$ cat config.mk
export PLATFORM = sky130hd
export DESIGN_NAME = efs_supervisor
export DESIGN_NICKNAME = d
export VERILOG_FILES = /design/src/core/efs_pkg.sv /design/src/core/efs_oc_detect.sv /design/src/core/efs_supervisor.sv /design/src/core/efs_sync.sv
export SDC_FILE = /design/constraint.sdc
export NUM_CORES = 1
export LEC_CHECK = 0
export BUFFER_PORTS_ARGS = -buffer_cell sky130_fd_sc_hd__clkbuf_2
export CAP_MARGIN = 40
export CORE_ASPECT_RATIO = 1.2
export CORE_MARGIN = 2
export CORE_UTILIZATION = 57
export DETAILED_ROUTE_END_ITERATION = 10
export PLACE_DENSITY = 0.75
export SKIP_CTS_REPAIR_TIMING = 1
export SLEW_MARGIN = 0
export SYNTH_ARGS = -nofsm -noshare
export SYNTH_HDL_FRONTEND = slang
export SYNTH_SLANG_ARGS = --single-unit
$ cat constraint.sdc
create_clock -name sys_clk -period 12.6 [get_ports sys_clk]
set_input_delay 3.78 -clock sys_clk [delete_from_list [all_inputs] [get_ports sys_clk]]
set_output_delay 3.78 -clock sys_clk [all_outputs]
set_load 0.005 [all_outputs]
$ cat src/core/efs_pkg.sv
// Package of constants and carrier types for the fuse supervisor
package efs_pkg;

  // ******************************************************************
  // Timing
  // ******************************************************************
  localparam int unsigned CLK_HZ = 25_000_000;
  localparam int unsigned LIMIT_TIME_US = 250;
  localparam int unsigned LIMIT_CYCLES = (LIMIT_TIME_US * (CLK_HZ / 1_000_000));
  localparam int unsigned START_TIME_MS = 200;
  localparam int unsigned START_CYCLES = START_TIME_MS * (CLK_HZ / 1000);
  localparam int unsigned RETRY_TIME_MS = 1000;
  localparam int unsigned RETRY_CYCLES = RETRY_TIME_MS * (CLK_HZ / 1000);
  localparam int unsigned TIMER_W = 26;

  // ******************************************************************
  // Levels and widths
  // ******************************************************************
  localparam int unsigned SENSE_W = 12;
  localparam logic [11:0] LIMIT_REF_MAX = 12'hc00;
  localparam int unsigned OC_SET_PCT = 85;
  localparam int unsigned OC_CLR_PCT = 75;

  // ******************************************************************
  // Carrier types
  // ******************************************************************
  typedef struct packed {
    logic short_circuit;
    logic over_temp;
    logic gate_leak;
    logic gate_short;
    logic out_low;
    logic pump_error;
    logic pulldown_error;
  } efs_diag_t;

  typedef struct packed {
    logic undervoltage_lockout_ok;
    logic enable_discharge_input;
    logic out_reached;
    logic ds_short;
    logic ds_ok;
  } efs_supply_t;

  typedef struct packed {
    logic [11:0] sense;
    logic [11:0] limit_reference;
  } efs_sense_t;

  typedef enum logic [4:0] {
    ST_OFF = 5'h01,
    ST_START = 5'h02,
    ST_ON = 5'h04,
    ST_FAULT = 5'h08,
    ST_RETRY = 5'h10
  } efs_state_t;

endpackage

$ cat src/core/efs_oc_detect.sv
// Overcurrent comparator with hysteresis and clamped limit reference
`timescale 1ns/1ps
module efs_oc_detect #(
  parameter int unsigned W = 12
) (
  input wire logic sys_clk,
  input wire logic rst_b,
  input wire logic [W-1:0] sense,
  input wire logic [W-1:0] limit_reference,
  output logic oc_flag,
  output logic over_limit
);
  logic [W-1:0] ref_clamped;
  logic next_oc_flag;
  logic next_over_limit;

  function automatic logic [W+6:0] pct(input logic [W-1:0] v, input int unsigned p);
    pct = (W+7)'(v) * (W+7)'(p);
  endfunction

  always_comb begin
    ref_clamped = (limit_reference > efs_pkg::LIMIT_REF_MAX) ?
      efs_pkg::LIMIT_REF_MAX : limit_reference;
    next_over_limit = sense > ref_clamped;
    next_oc_flag = oc_flag;
    if (pct(sense, 100) > pct(ref_clamped, efs_pkg::OC_SET_PCT)) begin
      next_oc_flag = 1'b1;
    end else if (pct(sense, 100) < pct(ref_clamped, efs_pkg::OC_CLR_PCT)) begin
      next_oc_flag = 1'b0;
    end
  end

  always_ff @(posedge sys_clk or negedge rst_b) begin
    if (!rst_b) begin
      oc_flag <= 1'b0;
      over_limit <= 1'b0;
    end else begin
      oc_flag <= next_oc_flag;
      over_limit <= next_over_limit;
    end
  end

  a_oc_hyst_hold: assert property (@(posedge sys_clk) disable iff (!rst_b)
    (oc_flag && pct(sense, 100) >= pct(ref_clamped, efs_pkg::OC_CLR_PCT))
      |=> oc_flag)
    else $error("Overcurrent flag released above release level");
endmodule

$ cat src/core/efs_supervisor.sv
// Fault supervisor top: timers, fault latch, open-drain status flags
`timescale 1ns/1ps
module efs_supervisor #(
  parameter int unsigned LIMIT_CYCLES = efs_pkg::LIMIT_CYCLES,
  parameter int unsigned START_CYCLES = efs_pkg::START_CYCLES,
  parameter int unsigned RETRY_CYCLES = efs_pkg::RETRY_CYCLES,
  parameter bit AUTO_RETRY = 1'b0
) (
  input wire logic sys_clk,
  input wire logic rst_b,
  input wire efs_pkg::efs_sense_t sense_in,
  input wire efs_pkg::efs_diag_t diag_in,
  input wire efs_pkg::efs_supply_t supply_in,
  output logic switch_on,
  output logic current_clamp,
  output logic ss_discharge,
  output logic overcurrent_flag_n_o,
  output logic overcurrent_flag_n_oe,
  output logic gate_fault_flag_n_o,
  output logic gate_fault_flag_n_oe,
  output logic fault_latched
);
  // ******************************************************************
  // Input synchronisation
  // ******************************************************************
  efs_pkg::efs_diag_t diag;
  efs_pkg::efs_supply_t sup;
  efs_pkg::efs_sense_t sense_s;
  logic oc_flag;
  logic over_limit;

  efs_sync #(.W($bits(efs_pkg::efs_diag_t) + $bits(efs_pkg::efs_supply_t))) u_sync (
    .sys_clk(sys_clk),
    .rst_b(rst_b),
    .din({diag_in, supply_in}),
    .dout({diag, sup})
  );

  // Sense words are treated as quasi-static converter results
  always_ff @(posedge sys_clk or negedge rst_b) begin
    if (!rst_b) begin
      sense_s <= '0;
    end else begin
      sense_s <= sense_in;
    end
  end

  efs_oc_detect #(.W(efs_pkg::SENSE_W)) u_oc (
    .sys_clk(sys_clk),
    .rst_b(rst_b),
    .sense(sense_s.sense),
    .limit_reference(sense_s.limit_reference),
    .oc_flag(oc_flag),
    .over_limit(over_limit)
  );

  // ******************************************************************
  // Control state
  // ******************************************************************
  efs_pkg::efs_state_t state;
  efs_pkg::efs_state_t next_state;
  logic [efs_pkg::TIMER_W-1:0] lim_cnt;
  logic [efs_pkg::TIMER_W-1:0] next_lim_cnt;
  logic [efs_pkg::TIMER_W-1:0] tmr;
  logic [efs_pkg::TIMER_W-1:0] next_tmr;
  logic next_fault_latched;
  logic next_sc_seen;
  logic sc_seen;
  logic next_switch_on;
  logic next_clamp;
  logic next_ss_dis;
  logic next_oc_n_oe;
  logic next_gf_n_oe;
  logic fault_now;
  logic diag_fault;
  logic limit_expired;
  logic ds_hold;
  logic next_ds_hold;

  always_comb begin
    diag_fault = diag.gate_leak | diag.gate_short | diag.pump_error |
      diag.pulldown_error;
    limit_expired = over_limit &&
      (lim_cnt >= efs_pkg::TIMER_W'(LIMIT_CYCLES - 1));
    next_lim_cnt = (over_limit && state == efs_pkg::ST_ON && !limit_expired) ?
      lim_cnt + 1'b1 : '0;
    next_state = state;
    next_tmr = tmr;
    next_fault_latched = fault_latched;
    next_sc_seen = sc_seen;
    fault_now = 1'b0;
    case (state)
      efs_pkg::ST_OFF: begin
        next_tmr = '0;
        if (sup.enable_discharge_input && !sup.ds_short && !ds_hold && !diag.over_temp) begin
          next_state = efs_pkg::ST_START;
        end
      end
      efs_pkg::ST_START: begin
        next_tmr = tmr + 1'b1;
        if (diag.short_circuit || diag.over_temp || diag_fault) begin
          fault_now = 1'b1;
        end else if (tmr >= efs_pkg::TIMER_W'(START_CYCLES - 1)) begin
          fault_now = 1'b1;
        end else if (!sup.enable_discharge_input) begin
          next_state = efs_pkg::ST_OFF;
        end else if (sup.out_reached) begin
          next_state = efs_pkg::ST_ON;
        end
      end
      efs_pkg::ST_ON: begin
        if (diag.over_temp || diag.short_circuit || limit_expired || diag_fault ||
            diag.out_low) begin
          fault_now = 1'b1;
        end else if (!sup.enable_discharge_input) begin
          next_state = efs_pkg::ST_OFF;
        end
      end
      efs_pkg::ST_FAULT: begin
        next_tmr = '0;
        if (AUTO_RETRY) begin
          next_state = efs_pkg::ST_RETRY;
        end
      end
      efs_pkg::ST_RETRY: begin
        next_tmr = tmr + 1'b1;
        if (tmr >= efs_pkg::TIMER_W'(RETRY_CYCLES - 1) && !diag.over_temp) begin
          next_state = efs_pkg::ST_START;
          next_fault_latched = 1'b0;
          next_sc_seen = 1'b0;
          next_tmr = '0;
        end
      end
      default: next_state = efs_pkg::ST_OFF;
    endcase
    if (fault_now) begin
      next_state = efs_pkg::ST_FAULT;
      next_fault_latched = 1'b1;
      next_tmr = '0;
      if (diag.short_circuit) begin
        next_sc_seen = 1'b1;
      end
    end
    if (diag.over_temp && state != efs_pkg::ST_FAULT && state != efs_pkg::ST_RETRY &&
        sup.undervoltage_lockout_ok) begin
      next_state = efs_pkg::ST_FAULT;
      next_fault_latched = 1'b1;
    end
    if (!sup.undervoltage_lockout_ok) begin
      next_state = efs_pkg::ST_OFF;
      next_fault_latched = 1'b0;
      next_sc_seen = 1'b0;
      next_tmr = '0;
    end
    next_switch_on = (next_state == efs_pkg::ST_START || next_state == efs_pkg::ST_ON);
    next_clamp = next_switch_on && over_limit;
    next_ss_dis = !next_switch_on;
    next_oc_n_oe = oc_flag || next_sc_seen;
    next_gf_n_oe = !sup.undervoltage_lockout_ok || next_fault_latched ||
      (next_state == efs_pkg::ST_OFF && sup.ds_short);
  end

  always_ff @(posedge sys_clk or negedge rst_b) begin
    if (!rst_b) begin
      state <= efs_pkg::ST_OFF;
      lim_cnt <= '0;
      tmr <= '0;
      fault_latched <= 1'b0;
      sc_seen <= 1'b0;
      switch_on <= 1'b0;
      current_clamp <= 1'b0;
      ss_discharge <= 1'b1;
      overcurrent_flag_n_oe <= 1'b0;
      gate_fault_flag_n_oe <= 1'b1;
    end else begin
      state <= next_state;
      lim_cnt <= next_lim_cnt;
      tmr <= next_tmr;
      fault_latched <= next_fault_latched;
      sc_seen <= next_sc_seen;
      switch_on <= next_switch_on;
      current_clamp <= next_clamp;
      ss_discharge <= next_ss_dis;
      overcurrent_flag_n_oe <= next_oc_n_oe;
      gate_fault_flag_n_oe <= next_gf_n_oe;
    end
  end

  // ******************************************************************
  // Drain-source short hold
  // ******************************************************************
  always_comb begin
    next_ds_hold = ds_hold;
    if (state == efs_pkg::ST_OFF && !sup.enable_discharge_input && sup.ds_short) begin
      next_ds_hold = 1'b1;
    end else if (sup.ds_ok) begin
      next_ds_hold = 1'b0;
    end
  end

  always_ff @(posedge sys_clk or negedge rst_b) begin
    if (!rst_b) begin
      ds_hold <= 1'b0;
    end else begin
      ds_hold <= next_ds_hold;
    end
  end

  // Open-drain pins only ever pull low
  always_ff @(posedge sys_clk or negedge rst_b) begin
    if (!rst_b) begin
      overcurrent_flag_n_o <= 1'b0;
      gate_fault_flag_n_o <= 1'b0;
    end else begin
      overcurrent_flag_n_o <= 1'b0;
      gate_fault_flag_n_o <= 1'b0;
    end
  end

  // ******************************************************************
  // Checks
  // ******************************************************************
  a_temp_off: assert property (@(posedge sys_clk) disable iff (!rst_b)
    (diag.over_temp && sup.undervoltage_lockout_ok) |=> !switch_on)
    else $error("Switch still on after over-temperature");
  a_undervoltage_lockout_flag: assert property (@(posedge sys_clk) disable iff (!rst_b)
    !sup.undervoltage_lockout_ok |=> gate_fault_flag_n_oe)
    else $error("Gate-ok not low under lockout");
  a_sc_flag: assert property (@(posedge sys_clk) disable iff (!rst_b)
    (diag.short_circuit && switch_on && sup.undervoltage_lockout_ok) |=>
      (!switch_on && overcurrent_flag_n_oe))
    else $error("Short circuit not handled");
  a_limit_time: assert property (@(posedge sys_clk) disable iff (!rst_b)
    (lim_cnt == efs_pkg::TIMER_W'(LIMIT_CYCLES - 1) && over_limit && state == efs_pkg::ST_ON
      && sup.undervoltage_lockout_ok) |=> (state == efs_pkg::ST_FAULT))
    else $error("Limit timer expiry missed");
  a_fault_gok: assert property (@(posedge sys_clk) disable iff (!rst_b)
    fault_latched |-> (gate_fault_flag_n_oe && ss_discharge))
    else $error("Gate-ok released with stored fault");
  a_latch_hold: assert property (@(posedge sys_clk) disable iff (!rst_b)
    (!AUTO_RETRY && state == efs_pkg::ST_FAULT && sup.undervoltage_lockout_ok) |=>
      (state == efs_pkg::ST_FAULT || !sup.undervoltage_lockout_ok))
    else $error("Latch-off variant left fault state");
  a_enable_off: assert property (@(posedge sys_clk) disable iff (!rst_b)
    (state == efs_pkg::ST_ON && !sup.enable_discharge_input && !fault_now &&
      !diag.over_temp && sup.undervoltage_lockout_ok && !fault_latched) |=> !fault_latched)
    else $error("Commanded shutdown marked as fault");
  a_ds_block: assert property (@(posedge sys_clk) disable iff (!rst_b)
    (state == efs_pkg::ST_OFF && sup.ds_short) |=> state != efs_pkg::ST_START)
    else $error("Startup not blocked by drain-source short");
  a_retry_start: assert property (@(posedge sys_clk) disable iff (!rst_b)
    (state == efs_pkg::ST_RETRY && tmr < efs_pkg::TIMER_W'(RETRY_CYCLES - 1)) |=>
      state != efs_pkg::ST_START)
    else $error("Retry started early");
  a_clamp_on: assert property (@(posedge sys_clk) disable iff (!rst_b)
    current_clamp |-> switch_on)
    else $error("Current clamp active with switch off");
  a_oc_quiet: assert property (@(posedge sys_clk) disable iff (!rst_b)
    (!oc_flag && !sc_seen && !diag.short_circuit) |=> !overcurrent_flag_n_oe)
    else $error("Overcurrent flag pulled without overload");
  a_start_time: assert property (@(posedge sys_clk) disable iff (!rst_b)
    (state == efs_pkg::ST_START && tmr == efs_pkg::TIMER_W'(START_CYCLES - 1) &&
      sup.undervoltage_lockout_ok) |=> (state == efs_pkg::ST_FAULT))
    else $error("Startup timeout missed");
  a_diag_off: assert property (@(posedge sys_clk) disable iff (!rst_b)
    (diag_fault && switch_on && sup.undervoltage_lockout_ok) |=> (!switch_on && fault_latched))
    else $error("Diagnostic fault did not switch off");
  a_gate_release: assert property (@(posedge sys_clk) disable iff (!rst_b)
    (state == efs_pkg::ST_OFF && sup.undervoltage_lockout_ok && !sup.ds_short && !fault_latched &&
      !diag.over_temp) |=> !gate_fault_flag_n_oe)
    else $error("Gate-ok held low after lockout cleared");
  a_fault_hold: assert property (@(posedge sys_clk) disable iff (!rst_b)
    (state == efs_pkg::ST_FAULT && sup.undervoltage_lockout_ok) |=> !switch_on)
    else $error("Switch re-enabled after fault");
  a_lockout_clear: assert property (@(posedge sys_clk) disable iff (!rst_b)
    !sup.undervoltage_lockout_ok |=> (state == efs_pkg::ST_OFF && !fault_latched && !switch_on))
    else $error("Lockout did not clear fault state");
  a_retry_go: assert property (@(posedge sys_clk) disable iff (!rst_b)
    (AUTO_RETRY && state == efs_pkg::ST_FAULT && sup.undervoltage_lockout_ok) |=>
      (state == efs_pkg::ST_RETRY))
    else $error("Auto-retry variant stuck in fault state");
  a_ds_hold: assert property (@(posedge sys_clk) disable iff (!rst_b)
    (state == efs_pkg::ST_OFF && ds_hold) |=> (state != efs_pkg::ST_START))
    else $error("Startup not held until output discharged");
  a_retry_clear: assert property (@(posedge sys_clk) disable iff (!rst_b)
    (state == efs_pkg::ST_START) |-> !fault_latched)
    else $error("Fault still stored after restart");
endmodule

$ cat src/core/efs_sync.sv
// Two-stage synchroniser for a bundle of comparator levels
`timescale 1ns/1ps
module efs_sync #(
  parameter int unsigned W = 1
) (
  input wire logic sys_clk,
  input wire logic rst_b,
  input wire logic [W-1:0] din,
  output logic [W-1:0] dout
);
  logic [W-1:0] stage1;
  logic [W-1:0] next_stage1;
  logic [W-1:0] next_dout;

  always_comb begin
    next_stage1 = din;
    next_dout = stage1;
  end

  always_ff @(posedge sys_clk or negedge rst_b) begin
    if (!rst_b) begin
      stage1 <= '0;
      dout <= '0;
    end else begin
      stage1 <= next_stage1;
      dout <= next_dout;
    end
  end
endmodule

== Yosys cells after proc, flatten, opt, wreduce, memory -nomap -nowiden ==
Index checks and enable logic that the tools add are counted.
W data, S select, Z words.
Operators by class
  add/sub/neg operators: 2
  mux-type cells: 36
  eq/ne operators: 11
  reduce and logical (&&, ||, !) cells: 33
  bitwise logic cells: 3
  $lt $le $gt $ge: 7
  $mul: 3
Operators with widths (count)
  $mux W26: 4
  $pmux W26 S3: 1
  $mux W5: 11
  $add A26 B1 Y26 const B: 2
  $mul A12 B7 Y19 const B: 2
  $ge A26 B13 Y1 const B: 1
  $ge A26 B23 Y1 const B: 1
  $ge A26 B25 Y1 const B: 1
  $pmux W5 S5: 1
  $gt A19 B19 Y1: 1
  $lt A19 B19 Y1: 1
  $mul A12 B5 Y17 const B: 1
  $mux W1: 17
  $logic_and A1 B1 Y1: 14
  $gt A12 B12 Y1: 1
  $gt A12 B12 Y1 const B: 1
  $mux W12: 1
  $eq A5 B1 Y1 const B: 2
  $eq A5 B2 Y1 const B: 2
  $eq A5 B3 Y1 const B: 2
  $ne A5 B5 Y1 const B: 2
  $logic_or A1 B1 Y1: 9
  $logic_not A1 Y1: 7
  $eq A5 B4 Y1 const B: 1
  6 further kinds: 9
Word-level totals
  flip-flop bits (word level): 115

== Longest topological paths before layout ==
Gate-level depths: netlist (run 1).
  word-level depth: 13
  gate-level depth with buffers: 25
  gate-level depth less buffers: 25

== Hierarchy ==
Synthesis (run 1) repeated with hierarchy kept, for this count alone.
Unflattened totals
  cell total of the unflattened synthesis: 1024
  area total of the unflattened synthesis: 9736.8 µm²
Modules (own cells, without submodules)
  efs_oc_detect: seq. area each 50.0 µm², cells each 616, area an instance 5137.4 µm², instances 1
  efs_supervisor: seq. area each 2230.9 µm², cells each 384, area an instance 3998.8 µm², instances 1
  efs_sync: seq. area each 600.6 µm², cells each 24, area an instance 600.6 µm², instances 1

== Worst setup path before layout (run 1) ==
No wires, ideal clock.
  path kind: register -> register
  start point: register sense_s[10] (netlist name)
  end point: register u_oc.oc_flag
  path buffers: 0
  setup slack: 6.765 ns
  data arrival time: 5.704 ns
  stages on the path, launching flop included: 24
  required time: 12.469 ns
  setup time: 0.131 ns
  period minus slack after synthesis: 5.835 ns
  path through: dfrtp_1 -> nand2_1 -> a31o_2 -> nand2_1 -> inv_1 -> ha_1 -> ha_1 -> fa_1 -> inv_1 -> fa_1 -> inv_1 -> ha_1 -> and2_1 -> o21ai_0 -> o31ai_1 -> o41a_1 -> a2111o_1 -> a21oi_1 -> xor2_1 -> ha_1 -> a211o_1 -> or4_1 -> a41oi_1 -> o21ai_0
Between the ends
  cells in the longest elaborated chain, start to end: 5
  elaborated cells on any way between the ends: 8
Ends and longest elaborated chain
  start, declared: line efs_supervisor.sv:28  | efs_pkg::efs_sense_t sense_s;
  start signal, assigned: line efs_supervisor.sv:44  | sense_s <= sense_in;
  $gt A12 B12 Y1: line efs_oc_detect.sv:22  | ref_clamped = (limit_reference > efs_pkg::LIMIT_REF_MAX) ?
  $mux W12 *: line efs_oc_detect.sv:22
  $mul A12 B7 Y19: line efs_oc_detect.sv:18  | pct = (W+7)'(v) * (W+7)'(p);
  $gt A19 B19 Y1 / $lt A19 B19 Y1 (equally long branches): line efs_oc_detect.sv:26, efs_oc_detect.sv:28
  $mux W1 / $reduce_bool A2 Y1 (equally long branches)
  end signal, assigned: line efs_oc_detect.sv:38  | oc_flag <= next_oc_flag;
  end, declared: line efs_oc_detect.sv:10  | output logic oc_flag,
Mark *: on every way between the ends. The rest lies on a longest branch, timed or not.
A chain may end at the register's enable or synchronous reset.

== Worst setup path in the final report (run 1) ==
  start point: register sense_s[11] (netlist name)
  end point: register u_oc.oc_flag
The elaborated chain is that of the path after synthesis.

==> results_dict.tcl, run 1 <==
set metrics [dict create \
    status "completed" \
    dp_cells 1255 \
    netSwitchingFraction_pct 37.5 \
    yosysSeqAreaShare_pct 30.3 \
    critPathMaxFanout 8 \
    async_flop_share_pct 100 \
    fin_worst_skew_ns 0.00840 \
    timing.final.ws_setup_ns 6.03 \
    hold_depth 0 \
    report.final.hold_viol_count 0 \
    layout_common_cells "ha_1, inv_1, dfrtp_1" \
    start_util_pct 58.5 \
    synthTopCellsByArea "dfrtp_1, ha_1, fa_1, inv_1, a21oi_1" \
    fillCellCount 1323 \
    drt-initial-drc-count 461 \
    routed_wl_mm 20.4 \
    dr.pass1.iters 5 \
    reg2regPathDepth 23 \
    cp-startpoint "sense_s[11]" \
    globalRouteMet1Util_pct 29.1 \
    fin_crit_sh_pct 52.1 \
    yosys_warnings 0 \
    intPower_w 0.00101 \
    via_count 7289 \
    cts_tree "done" \
    busiest_layer "met2" \
    htreeDepth 4 \
    slew_violations 0 \
    pwr-share-clk_pct 29.3 \
    relSlewSlack_pct 45.4 \
    dp_hpwl_mm 16.4 \
    ios 46 \
    met3_usage_pct 3.88 \
    place_ws_ns 6.05 \
    critPathKind "flop to flop" \
    dieArea_sq_um 17800 \
    area.growth.synth_to_final_pct 11.4 \
    multi_input_area_sq_um 6060 \
    root_buffer "clkbuf_16" \
    synthDistinctLibCells 65 \
    cp.required_ns 12.88 \
    via_per_inst 5.66 \
    reg2reg_to "u_oc.oc_flag" \
    yosysTopAreaCell "dfrtp_1" \
    fin_nets 1311 \
    path_clk_slew_ns 0.06 \
    fmax_mhz 152 \
    reg2reg_slack_ns 6.03 \
    powerDensity_nw_per_um2 153 \
    grtUsageTotal_pct 24.5 \
    drive_gt1_share_pct 8.93 \
    hp-class "flop to flop" \
    grt_max_degree 57 \
    p_leak_nw 5.53 \
    synth-edff-count 0 \
    chipHeight_microns 146 \
    synth_top_flop_cell "dfrtp_1" \
    grt_pass1_vias 7346 \
    cts_sinks 115 \
    rsz0062_at_grt "false" \
    grt_pass1_wl_mm 34.6 \
    fin_cells 1287 \
    worstPathArrival_ns 6.85 \
    tightest_slew_ns 0.816 \
    drc 0 \
    die_w_microns 122 \
    met2_usage_pct 43.3 \
    rr_startpoint "sense_s[11]" \
    place.gp.congestion 0.879 \
    setup_violations 0 \
    clkLatencyLatePin_ns 0.41 \
    antenna_found_initial 0 \
    cap_violations 0 \
    syn_inst 1001 \
    syn_avg_cell_area_sq_um 9.51 \
    layout_commonest_cell "ha_1" \
    tns_ns 0 \
    port-buffer-count 43 \
    cp-start-kind "flop" \
    diodes 0 \
    p_switching_w 0.000607 \
    pwr-share-comb_pct 46.2 \
    ff_latch_area_sq_um 2880 \
    ant_nets 0 \
    grt_remaining_overflow 0 \
    seqPwrFrac_pct 24.6 \
    ir_drop_mv 0.120 \
    wl_per_cell_microns 15.9 \
    core_region_area_sq_um 16300 \
    cts_buffers 17 \
    synth_seq_cells 115 \
    hold_path_end "u_sync.dout[0]" \
    synth_top_area_share_pct 29.4 \
    hold_start "u_sync.next_dout[0]" \
    fin_crit_ns 6.57 \
    cts_buffer_depth 2 \
    crit_path_end_kind "flop" \
    row_count 51 \
    netlist_area_sq_um 9520 \
]
kinds of logic after synthesis:
| group | count (synthesis) | share of synthesized area, % |
|---|---|---|
| xor+xnor | 49 | 4.51 |
| flops | 115 | 30.3 |
| buf+inv | 162 | 6.65 |
| fa+ha+maj | 211 | 30.7 |
| simple gates | 256 | 13.5 |
| other cells | 1 | 0.0394 |
| compound gates | 207 | 14.3 |
how the worst max path moves through the flow:
stage | endpoint | cells after the start
3_5_place_dp | u_oc.oc_flag | 23
4_1_cts | u_oc.oc_flag | 23
2_1_floorplan | u_oc.oc_flag | 23
3_3_place_gp | u_oc.oc_flag | 23
5_1_grt | u_oc.oc_flag | 23
6_report | u_oc.oc_flag | 23
sequential cells by signal (all words and copies together), names as in the netlist, 5 cells and up:
name              cells
lim_cnt              26
sense_s              24
state                 5
tmr                  26
u_sync.dout          12
u_sync.next_dout     12
power groups by stage:
stage	combinational [W]	sequential, W	clock (W)
6_report	0.000747	0.000398	0.000473
5_1_grt	0.000869	0.000399	0.000497
4_1_cts	0.000754	0.000398	0.000479
3_5_place_dp	0.000747	0.000404	0
3_3_place_gp	0.000729	0.000404	0
2_1_floorplan	0.000577	0.000399	0
routing by layer:
metal  up-vias  wire length (microns)
li1       3604                      -
met1      3521                   8560
met2       119                  10600
met3        45                    555
met4         0                    680
met5         -                      0
cells in the mapped netlist, types with 3 or more instances:
| cell | count |
|---|---|
| ha_1 | 173 |
| inv_1 | 143 |
| dfrtp_1 | 112 |
| nor2_1 | 60 |
| a21oi_1 | 55 |
| nand2_1 | 53 |
| fa_1 | 38 |
| o21ai_0 | 36 |
| a21o_1 | 31 |
| nand3_1 | 30 |
| xnor2_1 | 25 |
| xor2_1 | 24 |
| a31oi_1 | 23 |
| nor3_1 | 23 |
| and3_1 | 17 |
| clkbuf_1 | 11 |
| nand2b_1 | 11 |
| nand4_1 | 10 |
| nor4_1 | 10 |
| and2_1 | 8 |
| nor2b_1 | 7 |
| a41oi_1 | 6 |
| or3_1 | 6 |
| o211ai_1 | 5 |
| o21a_1 | 5 |
| o21bai_1 | 5 |
| or2_2 | 5 |
| a211oi_1 | 4 |
| a21boi_0 | 4 |
| a31o_2 | 4 |
| and4_1 | 4 |
| buf_4 | 4 |
| nand3b_1 | 4 |
| a211o_1 | 3 |
| dfstp_2 | 3 |
stage by stage:
stage | hold WS (ns) | util (%) | cell area (sq um) | power (W)
floorplan | 0.331 | - | 9570 | 0.000976
CTS | 0.349 | 65.1 | 10600 | 0.00163
global placement | 0.332 | 61.3 | 9980 | 0.00113
global route | 0.354 | 65.1 | 10600 | 0.00177
finish | 0.345 | 65.1 | 10600 | 0.00162
detailed placement | 0.335 | 61.5 | 10000 | 0.00115
worst max-delay path, cell delays in order (launching register included):
cell and delay [ns]:
dfrtp_1 0.55, nand2_1 0.26, a31o_2 0.28, nand2_1 0.21, inv_1 0.16, ha_1 0.34
ha_1 0.30, fa_1 0.51, inv_1 0.05, fa_1 0.50, inv_1 0.04, ha_1 0.35
and2_1 0.17, o21ai_0 0.17, o31ai_1 0.14, o41a_1 0.39, a2111o_1 0.39, a21oi_1 0.18
xor2_1 0.18, ha_1 0.27, a211o_1 0.27, or4_1 0.47, a41oi_1 0.16, o21ai_0 0.09
area by class of cell:
class,count,share of cell area (%)
clock buffers,17,4.01
clock inverters,15,1.50
inverters,143,5.06
multi-input cells,738,57.2
flip-flops and latches,115,27.2
well taps,212,2.50
repair buffers,47,2.55
Note: power is estimated with default switching activity, not from simulation.
==> run 2: changes to the inputs <==
--- a/config.mk
+++ b/config.mk
@@ -11,7 +11,7 @@
 export CORE_MARGIN = 2
 export CORE_UTILIZATION = 57
 export DETAILED_ROUTE_END_ITERATION = 10
-export PLACE_DENSITY = 0.75
+export PLACE_DENSITY = 0.78
 export SKIP_CTS_REPAIR_TIMING = 1
 export SLEW_MARGIN = 0
 export SYNTH_ARGS = -nofsm -noshare
==> constraint.sdc (replaced) <==
create_clock -name sys_clk -period 5.4 [get_ports sys_clk]
set_input_delay 1.62 -clock sys_clk [delete_from_list [all_inputs] [get_ports sys_clk]]
set_output_delay 1.62 -clock sys_clk [all_outputs]
set_load 0.005 [all_outputs]
==> results_dict.tcl, run 2 (synthesis results as in run 1) <==
set metrics [dict create \
    status "finished, violations left" \
    violations "setup timing" \
    drc 0 \
    hold_depth 0 \
    setup_violations 1 \
    critPathMaxFanout 3 \
    diodes 0 \
    dr.pass1.iters 5 \
    via_count 7847 \
    layout_common_cells "ha_1, inv_1, dfrtp_1" \
    fin_worst_skew_ns 0.0110 \
    fin_crit_sh_pct 107 \
    critPathKind "flop to flop" \
    chipHeight_microns 146 \
    ir_drop_mv 0.311 \
    tightest_slew_ns 0.877 \
    grt_remaining_overflow 0 \
    grt_pass1_vias 8076 \
    die_w_microns 122 \
    pwr-share-comb_pct 49.5 \
    cap_violations 0 \
    reg2reg_to "u_oc.oc_flag" \
    fmax_mhz 173 \
    p_total_w 0.00407 \
    timing.final.ws_setup_ns -0.384 \
    pwr-share-clk_pct 27.7 \
    worstPathArrival_ns 6.07 \
    rsz0062_at_grt "true" \
    cts_buffers 17 \
    slew_violations 0 \
    reg2regPathDepth 23 \
    multi_input_area_sq_um 6180 \
    cp.required_ns 5.69 \
    layout_commonest_cell "ha_1" \
    grt_max_degree 51 \
    drive_gt1_share_pct 17.3 \
    fin_crit_ns 5.78 \
    routed_wl_mm 23.1 \
    start_util_pct 58.5 \
    htreeDepth 4 \
    cts_buffer_depth 2 \
    cp-start-kind "flop" \
    wl_met3_microns 896 \
    core_region_area_sq_um 16300 \
    port-buffer-count 43 \
    crit_path_end_kind "flop" \
    via_per_inst 5.72 \
    reg2reg_slack_ns -0.38 \
    grtUsageTotal_pct 26.9 \
    hp-class "flop to flop" \
    hold_start "u_sync.next_dout[3]" \
    p_switching_w 0.00148 \
    clkLatencyLatePin_ns 0.41 \
    root_buffer "clkbuf_16" \
    netSwitchingFraction_pct 36.4 \
    largestRegisters "lim_cnt: 26 flops, tmr: 26 flops, sense_s: 24 flops" \
    wl_per_cell_microns 16.9 \
    seqPwrFrac_pct 22.8 \
    dp_cells 1338 \
    area.growth.synth_to_final_pct 19.4 \
    fillCellCount 1180 \
    ios 46 \
    report.final.hold_viol_count 0 \
    worst_hold_slack_ns 0.345 \
    ant_nets 0 \
    cts_tree "done" \
    drt-initial-drc-count 617 \
    critPathMaxStageDelay_ns 0.51 \
    dp_hpwl_mm 17.7 \
    slowest_stage "fa_1" \
    path_cells "nor4_2 -> a31o_2 -> nand2_4 -> inv_4 -> ha_4 -> ha_4 -> fa_1 -> inv_1 -> fa_1 -> inv_2 -> ha_4 -> and2_4 -> o21ai_2 -> o31ai_2 -> o41a_1 -> a2111o_1 -> a21oi_2 -> xor2_1 -> ha_1 -> a211o_1 -> or4_4 -> a41oi_2 -> o21ai_1" \
    p_leak_nw 5.97 \
    top_layer "met4" \
    rr_startpoint "sense_s[9]" \
    dr_wl_met2_mm 12.3 \
    routedLengthMet1_mm 9.03 \
    relSlewSlack_pct 41.3 \
    intPower_w 0.00259 \
    powerDensity_nw_per_um2 358 \
    antenna_found_initial 0 \
    fin_cells 1372 \
    cts_sinks 115 \
    path_clk_slew_ns 0.06 \
    hold_path_end "u_sync.dout[3]" \
    dieArea_sq_um 17800 \
    place.gp.congestion 0.897 \
    row_count 51 \
    ff_latch_area_sq_um 2880 \
    worst_path_most_repeated_cell "ha_4" \
    grt_pass1_wl_mm 37.9 \
    fin_nets 1397 \
]
[run 2: cell count changes in the layout (fill, tap and decap cells not counted), moves of 4 or more]
cell and change:
ha_4 +5, ha_1 -5, inv_2 +4, buf_4 +87
inv_1 -5, clkinvlp_4 -4
[run 2: layout make-up]
class / instances / area share, %
inverters: 143 / 4.74
well taps: 212 / 2.33
clock inverters: 10 / 1.18
flip-flops and latches: 115 / 25.4
repair buffers: 133 / 8.04
multi-input cells: 738 / 54.4
clock buffers: 21 / 3.96
[run 2: worst max-delay path by stage]
stage	start	end	slack, ns	cells past startpoint
after floorplan	sense_s[6]	u_oc.oc_flag	-0.17	22
after global placement	sense_s[2]	u_oc.oc_flag	-0.30	23
after detailed placement	sense_s[4]	u_oc.oc_flag	-0.38	23
after CTS	sense_s[4]	u_oc.oc_flag	-0.40	23
after global routing	sense_s[9]	u_oc.oc_flag	-0.59	23
final	sense_s[9]	u_oc.oc_flag	-0.38	23
[run 2: per-layer routing]
layer  GRT usage, %  up-vias
met3           3.61       75
met1           30.9     3759
met5              0        -
met2           49.2      248
met4           11.4        0
li1               -     3765
[run 2: power by group through the flow]
stage               Sequential (W)  Combinational (W)  Clock [W]
floorplan                 0.000931            0.00139          0
CTS                       0.000929            0.00198    0.00113
global placement          0.000941            0.00190          0
global route              0.000932            0.00230    0.00118
finish                    0.000930            0.00201    0.00113
detailed placement        0.000943            0.00196          0
[run 2: metrics by stage]
step           TNS, ns  instance area [sq um]  setup slack [ns]  util (%)
2_1_floorplan   -0.169                   9650            -0.169         -
3_3_place_gp    -0.301                  10700            -0.301      65.7
3_5_place_dp    -0.376                  10700            -0.376      65.8
4_1_cts         -0.398                  11300            -0.398      69.4
5_1_grt         -0.591                  11400            -0.591      69.9
6_report        -0.384                  11400            -0.384      69.9
[run 2: critical path: cells and delay by family (launching register included)]
family          cells  cell delay [ns]
buf+inv             3             0.16
xor+xnor            1             0.17
flops               1             0.39
fa+ha+maj           6             1.86
simple gates        4             0.99
compound gates      9             2.07
==> run 3: changes to the inputs <==
--- a/config.mk
+++ b/config.mk
@@ -11,7 +11,7 @@
 export CORE_MARGIN = 2
 export CORE_UTILIZATION = 57
 export DETAILED_ROUTE_END_ITERATION = 10
-export PLACE_DENSITY = 0.78
+export PLACE_DENSITY = 0.8
 export SKIP_CTS_REPAIR_TIMING = 1
 export SLEW_MARGIN = 0
 export SYNTH_ARGS = -nofsm -noshare
==> results_dict.tcl, run 3 (synthesis results as in run 1) <==
set metrics [dict create \
    status "finished, violations left" \
    violations "setup timing" \
    die_w_microns 122 \
    drc 0 \
    drive_gt1_share_pct 17.8 \
    grt_pass1_vias 8197 \
    wl_per_cell_microns 17.2 \
    ant_nets 0 \
    ff_latch_area_sq_um 2880 \
    grtUsageTotal_pct 27.4 \
    cts_tree "done" \
    fin_cells 1372 \
    p_leak_nw 5.97 \
    grt_pass1_wl_mm 38.8 \
    chipHeight_microns 146 \
    cts_sinks 115 \
    ir_drop_mv 0.240 \
    grt_remaining_overflow 0 \
    dr.pass1.iters 8 \
    core_region_area_sq_um 16300 \
    routed_wl_mm 23.6 \
    reg2reg_to "u_oc.oc_flag" \
    setup_violations 1 \
    port-buffer-count 43 \
    dpl_cell_area_sq_um 10700 \
    fin_area_sq_um 11400 \
    place.gp.congestion 0.880 \
    ios 46 \
    dp_hpwl_mm 17.6 \
    drt-initial-drc-count 764 \
    start_util_pct 58.5 \
    via_count 7918 \
    p_total_w 0.00420 \
    fin_crit_sh_pct 107 \
    area.growth.synth_to_final_pct 19.9 \
    fin_worst_skew_ns 0.0121 \
    hold_start "u_sync.next_dout[6]" \
    diodes 0 \
    cts_buffer_depth 2 \
    largestRegisters "lim_cnt: 26 flops, tmr: 26 flops, sense_s: 24 flops" \
    grt_max_degree 42 \
    crit_path_end_kind "flop" \
    htreeDepth 4 \
    clkLatencyLatePin_ns 0.42 \
    multi_input_area_sq_um 6230 \
    row_count 51 \
    reg2regPathDepth 23 \
    cap_violations 0 \
    dieArea_sq_um 17800 \
    layout_commonest_cell "ha_1" \
    cts_buffers 17 \
    worstPathArrival_ns 6.07 \
    timing.final.ws_setup_ns -0.376 \
    powerDensity_nw_per_um2 367 \
    reg2reg_slack_ns -0.38 \
    layout_common_cells "ha_1, inv_1, dfrtp_1" \
    fin_crit_ns 5.78 \
    critPathMaxFanout 3 \
    antenna_found_initial 0 \
    via_per_inst 5.77 \
    fmax_mhz 173 \
    rsz0062_at_grt "true" \
    path_clk_slew_ns 0.06 \
    fillCellCount 1167 \
    hold_path_end "u_sync.dout[6]" \
    relSlewSlack_pct 39.2 \
    tightest_slew_ns 0.909 \
    hold_depth 0 \
    fin_nets 1396 \
    slew_violations 0 \
    hp-class "flop to flop" \
    cp.required_ns 5.69 \
    report.final.hold_viol_count 0 \
    rr_startpoint "sense_s[3]" \
    cp-start-kind "flop" \
    root_buffer "clkbuf_16" \
    dp_cells 1337 \
    critPathKind "flop to flop" \
    tns_ns -0.376 \
]
-- run 3: cell types whose count changed in the layout (fill, tap and decap cells not counted), sizes merged --
cell	before	now
buf	91	90
clkbuf	63	62
clkinv	5	3
clkinvlp	2	5
inv	143	144
-- run 3: power breakdown --
group          leakage [nW]  internal [W]  switching (W)
Combinational          4.23      0.000990        0.00111
Sequential             1.45      0.000900      0.0000294
Clock                 0.285      0.000749       0.000418
-- run 3: layout make-up --
type | count | share of cell area [%]
well taps | 212 | 2.32
multi-input cells | 738 | 54.6
inverters | 143 | 4.72
clock inverters | 12 | 1.36
clock buffers | 20 | 4.00
flip-flops and latches | 115 | 25.2
repair buffers | 132 | 7.76
-- run 3: per-layer routing --
metal,routed length [microns],GRT usage (%),share of wire (%),vias to the layer above
met5,0,0,0,-
met4,1230,14.4,5.2,0
met3,861,3.49,3.6,97
met2,12200,48.4,52,279
met1,9280,32.1,39,3781
li1,-,-,-,3761
-- run 3: metrics by stage --
stage | setup WS (ns) | hold slack (ns) | utilization (%)
after detailed placement | -0.359 | 0.335 | 65.7
final | -0.376 | 0.346 | 70.2
after global routing | -0.583 | 0.356 | 70.2
after global placement | -0.281 | 0.332 | 65.7
after CTS | -0.391 | 0.346 | 69.4
after floorplan | -0.169 | 0.331 | -
-- run 3: worst max path at each step --
| stage | start | to | slack, ns | depth (start not counted) |
|---|---|---|---|---|
| 6_report | sense_s[3] | u_oc.oc_flag | -0.38 | 23 |
| 5_1_grt | sense_s[3] | u_oc.oc_flag | -0.58 | 22 |
| 4_1_cts | sense_s[6] | u_oc.oc_flag | -0.39 | 23 |
| 3_5_place_dp | sense_s[6] | u_oc.oc_flag | -0.36 | 23 |
| 3_3_place_gp | sense_s[2] | u_oc.oc_flag | -0.28 | 23 |
| 2_1_floorplan | sense_s[6] | u_oc.oc_flag | -0.17 | 22 |
-- run 3: worst max-delay path: stages (launching register included) --
cell and delay (ns):
dfrtp_1 0.39, nor4_2 0.26, a31o_2 0.27, nand2_4 0.08, inv_4 0.06, ha_4 0.20
ha_4 0.21, fa_1 0.50, inv_2 0.04, fa_1 0.51, inv_2 0.05, ha_4 0.21
and2_4 0.17, o21ai_4 0.15, o31ai_4 0.09, o41a_1 0.45, a2111o_1 0.40, a21oi_2 0.16
xor2_1 0.15, ha_1 0.25, a211o_1 0.31, or4_4 0.48, a41oi_2 0.17, o21ai_1 0.09
